[src/pkg/cam_clutch_pkg.sv]
// constants and types for the cam clutch state machine
// Summary of operation
// (RULE1) reset to stop, enable field off
// (RULE2) enable zero returns to stop always
// (RULE3) lead pulse done moves to engaged
// (RULE4) disengage four returns to lead pulse
// (RULE5) disengage one two six go stop
// (RULE6) engage select checked only in stop
// (RULE7) engage zero leaves stop on enable
// (RULE8) engage one waits for clutch input
// (RULE9) engage two leaves on capture event
// (RULE10) master pulses count lead counter down; code counts up on negative pulses (master_dir_neg_in)
// (RULE11) load initial or cycle lead count
// (RULE12) zero lead count engages at once
// (RULE13) lead count sign sets pulse direction; code counts by master_dir_neg_in instead
// (RULE14) lead counter value is monitored
// (RULE15) overflow clears enable, forces stop
// (RULE16) disengage select checked only engaged
// (RULE17) software picks one of two four six
// (RULE18) disengage one on clutch input off
// (RULE19) signed counter, overflow on wrap
// (RULE20) cam follows pulses only when engaged
package cam_clutch_pkg;
	localparam int LEAD_W = 32;
	localparam int SEL_W  = 4;

	localparam logic [SEL_W-1:0] ENG_IMMEDIATE = 4'h0;
	localparam logic [SEL_W-1:0] ENG_DIGITAL   = 4'h1;
	localparam logic [SEL_W-1:0] ENG_CAPTURE   = 4'h2;

	localparam logic [SEL_W-1:0] DIS_NONE      = 4'h0;
	localparam logic [SEL_W-1:0] DIS_DIGITAL   = 4'h1;
	localparam logic [SEL_W-1:0] DIS_COUNT     = 4'h2;
	localparam logic [SEL_W-1:0] DIS_CYCLE     = 4'h4;
	localparam logic [SEL_W-1:0] DIS_SMOOTH    = 4'h6;

	typedef enum logic [1:0]
	{
		ST_STOP    = 2'h0,
		ST_LEAD    = 2'h1,
		ST_ENGAGED = 2'h3
	} clutch_state_e;
endpackage

[src/verilog/cam_clutch_state_machine.sv]
// cam clutch state machine with lead-pulse counter
`timescale 1ns/1ps
module cam_clutch_state_machine
(
	input  wire logic                                mclk_in,
	input  wire logic                                rst_b_in,
	input  wire logic                                enable_set_in,
	input  wire logic                                enable_clear_in,
	input  wire logic [cam_clutch_pkg::SEL_W-1:0]    engage_condition_select_in,
	input  wire logic [cam_clutch_pkg::SEL_W-1:0]    disengage_condition_select_in,
	input  wire logic signed [cam_clutch_pkg::LEAD_W-1:0] initial_lead_count_in,
	input  wire logic signed [cam_clutch_pkg::LEAD_W-1:0] cycle_lead_count_in,
	input  wire logic                                digital_input_in,
	input  wire logic                                capture_event_in,
	input  wire logic                                master_pulse_in,
	input  wire logic                                master_dir_neg_in,
	input  wire logic                                disengage_done_in,
	output logic                                     cam_enable_field_out,
	output logic [1:0]                               clutch_state_out,
	output logic signed [cam_clutch_pkg::LEAD_W-1:0] lead_count_monitor_out,
	output logic                                     cam_pulse_out,
	output logic                                     cam_dir_neg_out,
	output logic                                     overflow_out
);
	import cam_clutch_pkg::*;

	clutch_state_e                state_q;
	clutch_state_e                state_d;
	logic                         enable_q;
	logic signed [LEAD_W-1:0]     lead_q;
	logic signed [LEAD_W-1:0]     lead_d;
	logic                         ovf_d;
	logic                         ovf_hit;
	logic [2:0]                   din_sync_q;
	logic                         din_level_q;
	logic                         din_on;
	logic                         disengage_hit;
	logic signed [LEAD_W-1:0]     step;
	logic signed [LEAD_W-1:0]     lead_next;

	// clutch input: three flops, change counts once last two agree
	always_ff @(posedge mclk_in)
	begin
		if (!rst_b_in)
			din_sync_q <= 3'h0;
		else
			din_sync_q <= {din_sync_q[1:0], digital_input_in};
	end

	// accepted level of the clutch input
	always_ff @(posedge mclk_in)
	begin
		if (!rst_b_in)
			din_level_q <= 1'b0;
		else if (din_sync_q[2] == din_sync_q[1])
			din_level_q <= din_sync_q[2];
	end

	assign din_on = din_level_q;

	// decrement on forward master pulses, increment on negative ones (master_dir_neg_in)
	always_comb
	begin
		step = master_dir_neg_in ? -LEAD_W'(1) : LEAD_W'(1); // RULE13
		lead_next = lead_q - step; // RULE10
	end

	// signed wrap-around of the subtraction
	always_comb
	begin
		ovf_d = master_pulse_in && (lead_q[LEAD_W-1] != step[LEAD_W-1])
			&& (lead_next[LEAD_W-1] != lead_q[LEAD_W-1]); // RULE19
	end

	assign ovf_hit = (state_q == ST_LEAD) && ovf_d; // RULE15

	// count-based disengage selections
	function automatic logic is_count_disengage(input logic [SEL_W-1:0] sel);
		is_count_disengage = (sel == DIS_COUNT) || (sel == DIS_CYCLE) || (sel == DIS_SMOOTH);
	endfunction

	// engage condition, looked at only in stop
	function automatic logic engage_ready(input logic [SEL_W-1:0] sel, input logic din, input logic cap);
		engage_ready = (sel == ENG_IMMEDIATE) // RULE7
			|| (sel == ENG_DIGITAL && din) // RULE8
			|| (sel == ENG_CAPTURE && cap); // RULE9
	endfunction

	always_comb
	begin
		disengage_hit = 1'b0;
		if (disengage_condition_select_in == DIS_DIGITAL)
			disengage_hit = !din_on; // RULE18
		else if (is_count_disengage(disengage_condition_select_in))
			disengage_hit = disengage_done_in;
	end

	always_comb
	begin
		state_d = state_q;
		lead_d  = lead_q;
		case (state_q)
			ST_STOP:
			begin
				// RULE6
				if (enable_q && engage_ready(engage_condition_select_in, din_on, capture_event_in))
				begin
					lead_d  = initial_lead_count_in; // RULE11
					state_d = (initial_lead_count_in == '0) ? ST_ENGAGED : ST_LEAD; // RULE12
				end
			end
			ST_LEAD:
			begin
				if (lead_q == '0)
					state_d = ST_ENGAGED; // RULE3
				else if (master_pulse_in)
				begin
					lead_d = lead_next; // RULE10
					if (lead_next == '0)
						state_d = ST_ENGAGED; // RULE3
				end
			end
			ST_ENGAGED:
			begin
				if (disengage_hit) // RULE16
				begin
					if (disengage_condition_select_in == DIS_CYCLE)
					begin
						lead_d  = cycle_lead_count_in; // RULE4 RULE11
						state_d = (cycle_lead_count_in == '0) ? ST_ENGAGED : ST_LEAD; // RULE12
					end
					else
						state_d = ST_STOP; // RULE5
				end
			end
			default:
				state_d = ST_STOP;
		endcase
		if (!enable_q || ovf_hit)
			state_d = ST_STOP; // RULE2 RULE15
	end

	always_ff @(posedge mclk_in)
	begin
		if (!rst_b_in)
			state_q <= ST_STOP; // RULE1
		else
			state_q <= state_d;
	end

	// counter freezes on overflow
	always_ff @(posedge mclk_in)
	begin
		if (!rst_b_in)
			lead_q <= '0;
		else if (!ovf_hit)
			lead_q <= lead_d;
	end

	// clear and overflow beat set
	always_ff @(posedge mclk_in)
	begin
		if (!rst_b_in)
			enable_q <= 1'b0; // RULE1
		else if (ovf_hit)
			enable_q <= 1'b0; // RULE15
		else if (enable_clear_in)
			enable_q <= 1'b0; // RULE2
		else if (enable_set_in)
			enable_q <= 1'b1; // RULE1
	end

	always_ff @(posedge mclk_in)
	begin
		if (!rst_b_in)
			overflow_out <= 1'b0;
		else
			overflow_out <= ovf_hit; // RULE15
	end

	always_ff @(posedge mclk_in)
	begin
		if (!rst_b_in)
			cam_pulse_out <= 1'b0;
		else
			cam_pulse_out <= (state_q == ST_ENGAGED) && master_pulse_in; // RULE20
	end

	always_ff @(posedge mclk_in)
	begin
		if (!rst_b_in)
			cam_dir_neg_out <= 1'b0;
		else
			cam_dir_neg_out <= master_dir_neg_in;
	end

	// registered copies for the outside
	always_ff @(posedge mclk_in)
	begin
		if (!rst_b_in)
			cam_enable_field_out <= 1'b0;
		else
			cam_enable_field_out <= enable_q;
	end

	always_ff @(posedge mclk_in)
	begin
		if (!rst_b_in)
			clutch_state_out <= 2'h0;
		else
			clutch_state_out <= state_q;
	end

	always_ff @(posedge mclk_in)
	begin
		if (!rst_b_in)
			lead_count_monitor_out <= '0;
		else
			lead_count_monitor_out <= lead_q; // RULE14
	end
endmodule // cam_clutch_state_machine

[config.mk]
export PLATFORM = sky130hd
export DESIGN_NAME = cam_clutch_state_machine
export DESIGN_NICKNAME = d
export VERILOG_FILES = /design/src/pkg/cam_clutch_pkg.sv /design/src/verilog/cam_clutch_state_machine.sv
export SDC_FILE = /design/constraint.sdc
export NUM_CORES = 1
export LEC_CHECK = 0
export ABC_CLOCK_PERIOD_IN_PS = 3400
export BUFFER_PORTS_ARGS = -buffer_cell sky130_fd_sc_hd__buf_2
export CAP_MARGIN = 20
export CORE_UTILIZATION = 50
export DETAILED_ROUTE_END_ITERATION = 8
export HOLD_SLACK_MARGIN = 0.12
export PLACE_DENSITY = 0.81
export SYNTH_ARGS = -nofsm -noshare
export SYNTH_HDL_FRONTEND = slang
export SYNTH_SLANG_ARGS = --single-unit
[constraint.sdc]
create_clock -name mclk_in -period 3.4 [get_ports mclk_in]
set_clock_uncertainty 0.1 [all_clocks]
set_input_delay 0.17 -clock mclk_in [delete_from_list [all_inputs] [get_ports mclk_in]]
set_output_delay 0.17 -clock mclk_in [all_outputs]
set_load 0.1 [all_outputs]
==> results.toml <==
[timing]
finalHoldViolCount = 0
rsz0062_at_grt = "true"
fin_crit_ns = 3.321
relSlewSlack_pct = 46.35
setup_viol = 0
worst_pin_slew_ns = 0.7974
drv_slew = 0
fin_crit_sh_pct = 97.68
setup_slack_ns = 0.07878
fmaxAchievable_mhz = 301.1

[route]
first_pass_iters = 7
drc = 0
routedWlPerCell_microns = 18.12
ant_nets = 0
routed_via_density = 5.881
drt_wl_total_microns = 18920
via_count = 6140
drt_iter0_drc = 557

[layout]
syn_to_final_growth_pct = 37.56
fill_cells = 803
drive_above_1_share_pct = 33.48
register_area_sq_um = 1546
antenna_cells = 0
fin_area_sq_um = 7341
fin_cells = 1044
multi_input_area_sq_um = 3627
nets = 1016

[yosys]
synthDistinctLibCells = 69
synthArstFlopShare_pct = 0
synth_edf_count = 0
synth_area_per_cell_sq_um = 7.882
yosysTopAreaCellShare_pct = 28.89
synth_nets = 790
synth_most_common_cell = "nand2_1"
ys_seq_elements = 77
synth_warnings = 0
synth_fa_ha_area_share_pct = 7.644
postSynthCellCount = 677
yosys-mux-area-fraction_pct = 2.673
syn_area_sq_um = 5336
synthFlopType = "dfxtp_1"
synth_top_family_by_area = "simple AND/OR/NAND/NOR gates"
seq_area_frac_synth_pct = 28.89
synthTopCellsByCount = "82 x nand2_1, 77 x dfxtp_1, 69 x a21oi_1, 62 x nor2_1, 40 x and2_1"
synthTopCellsByArea = "dfxtp_1 29%, ha_1 7.3%, a21oi_1 6.5%"
synthXorXnorAreaFrac_pct = 4.924
synth-simple-area-share_pct = 25.65
synth_compound_area_share_pct = 25.18
yosysTopAreaCell = "dfxtp_1"

[placement]
place_congestion = 0.9248
dpl.cell_count = 1002
dpl_cell_area_sq_um = 6808
pre_cts_ws_ns = -0.3273
dp_hpwl_microns = 14550
io_buffer_count = 118

[clock_network]
htreeDepth = 3
worstSkewPairLatency_ns = 0.38
cts-root-buf = "clkbuf_8"
cts.sinks = 77
cts.path.max_buffers = 2
cts_inserted_buffers = 9
clk_pin_slew_ns = 0.09
cts_tree = "built"

[worst_hold_path]
min_path_type = "in2reg"

[grt]
grt_max_degree = 39
grt_antenna_before_repair = 0
grt_pass1_wl_microns = 29350
first_global_vias = 5881
track_usage_pct = 33.97
overflow = 0

[outcome]
status = "finished clean"

[setup_path]
path_class = "reg2reg"
critPathMaxFanout = 3
crit_path_start_kind = "register"
cp.required_ns = 3.59
cp-end-kind = "register"
arrival_ns = 3.52

[floorplan]
core-area_sq_um = 10320
start_util_pct = 51.69
dieHeight_microns = 105.3
fp-row-count = 37
dieArea_sq_um = 11090
die_w_microns = 105.3
pin_count = 119

[power_and_ir_drop]
p_leak_nw = 3.425
power_mw = 1.988
peakVddDrop_mv = 0.1572
power.density_nw_per_um2 = 270.8

[flow_run]
maxCapViolCount = 0
## logic make-up after synthesis
family,count (synthesis)
AOI/OAI and AO/OA,192
xor gates and xnor gates,30
adders and majority gates,32
buffers and inverters,57
DFF,77
muxes,14
and+or+nand+nor,275
## sequential cells by signal, indices dropped and copies added (netlist names)
signal / count
cam_dir_neg_out: 1
cam_enable_field_out: 1
cam_pulse_out: 1
clutch_state_out: 2
din_level_q: 1
din_sync_q: 3
enable_q: 1
lead_count_monitor_out: 32
lead_q: 32
overflow_out: 1
state_q: 2
## through the flow
step	setup TNS [ns]	utilization, %	hold WS [ns]
6_report	0	71.11	0.1213
5_1_grt	-0.1095	71.11	0.1306
4_1_cts	0	70.21	0.1263
3_5_place_dp	-1.386	65.94	0.2529
3_3_place_gp	-0.3905	65.94	0.2428
2_1_floorplan	0	-	0.1478
## cells in the final DEF (no fill, tap or decap), drive strengths merged, types with 7 or more instances in the layout
master and count:
nor4 27, xor2 14, a21oi 75, dlygate4sd3 22
and2 40, mux2i 12, nand4 22, clkbuf 9
buf 240, o21bai 7, o21ai 31, a21o 13
inv 11, xnor2 16, ha 31, nor2 62
nand3 14, a211oi 7, dfxtp 77, a211o 14
nand2 82
## timing repair
item                                    4_1_cts  5_1_grt
endpoints found under the setup margin        1       26
pin swaps                                     4        8
resized for setup                             5       16
gates cloned                                  0        0
hold buffers                                 22        0
buffers inserted                              2        2
endpoints found under the hold margin        19        0
## metal layers
layer | vias to the layer above | part of all wire, % | track usage [%]
met5 | - | 0 | 0
met4 | 0 | 4.4 | 17.51
met3 | 58 | 7.7 | 5.195
met2 | 327 | 47 | 57.75
met1 | 2833 | 41 | 41.40
li1 | 2922 | - | -
## path summary, 6_finish.rpt
check,endpoint,slack [ns],depth (start not counted),startpoint
worst max-delay path,state_q[1],0.08,13,lead_q[1]
worst max register to register,state_q[1],0.08,13,lead_q[1]
worst min-delay path,lead_q[11],0.12,4,initial_lead_count_in[11]
worst min register to register,din_sync_q[1],0.35,1,din_sync_q[0]
## power by group
part           switching [mW]  leakage [nW]  internal (mW)
sequential            0.00588         0.624          0.909
combinational           0.227          2.71          0.192
clock                   0.381        0.0870          0.273
total                   0.613          3.42           1.37
## final cells by class
class | instances | area share, %
clock buffer | 9 | 1.687
timing repair buffer | 262 | 24.20
multi-input combinational | 543 | 49.41
sequential | 77 | 21.07
tap | 136 | 2.318
inverter | 10 | 0.5625
clock inverter | 7 | 0.7500
## worst max-delay path: stages, from the launching register on
cell	delay, ns
dfxtp_1	0.40
ha_1	0.27
buf_4	0.14
a21oi_1	0.19
o211ai_1	0.17
buf_4	0.18
a21oi_1	0.16
xor2_1	0.19
nand2_1	0.10
nor4_2	0.27
nand4_1	0.16
and4b_1	0.27
or4b_1	0.45
a211oi_2	0.19
(Power assumes the default switching activity.)
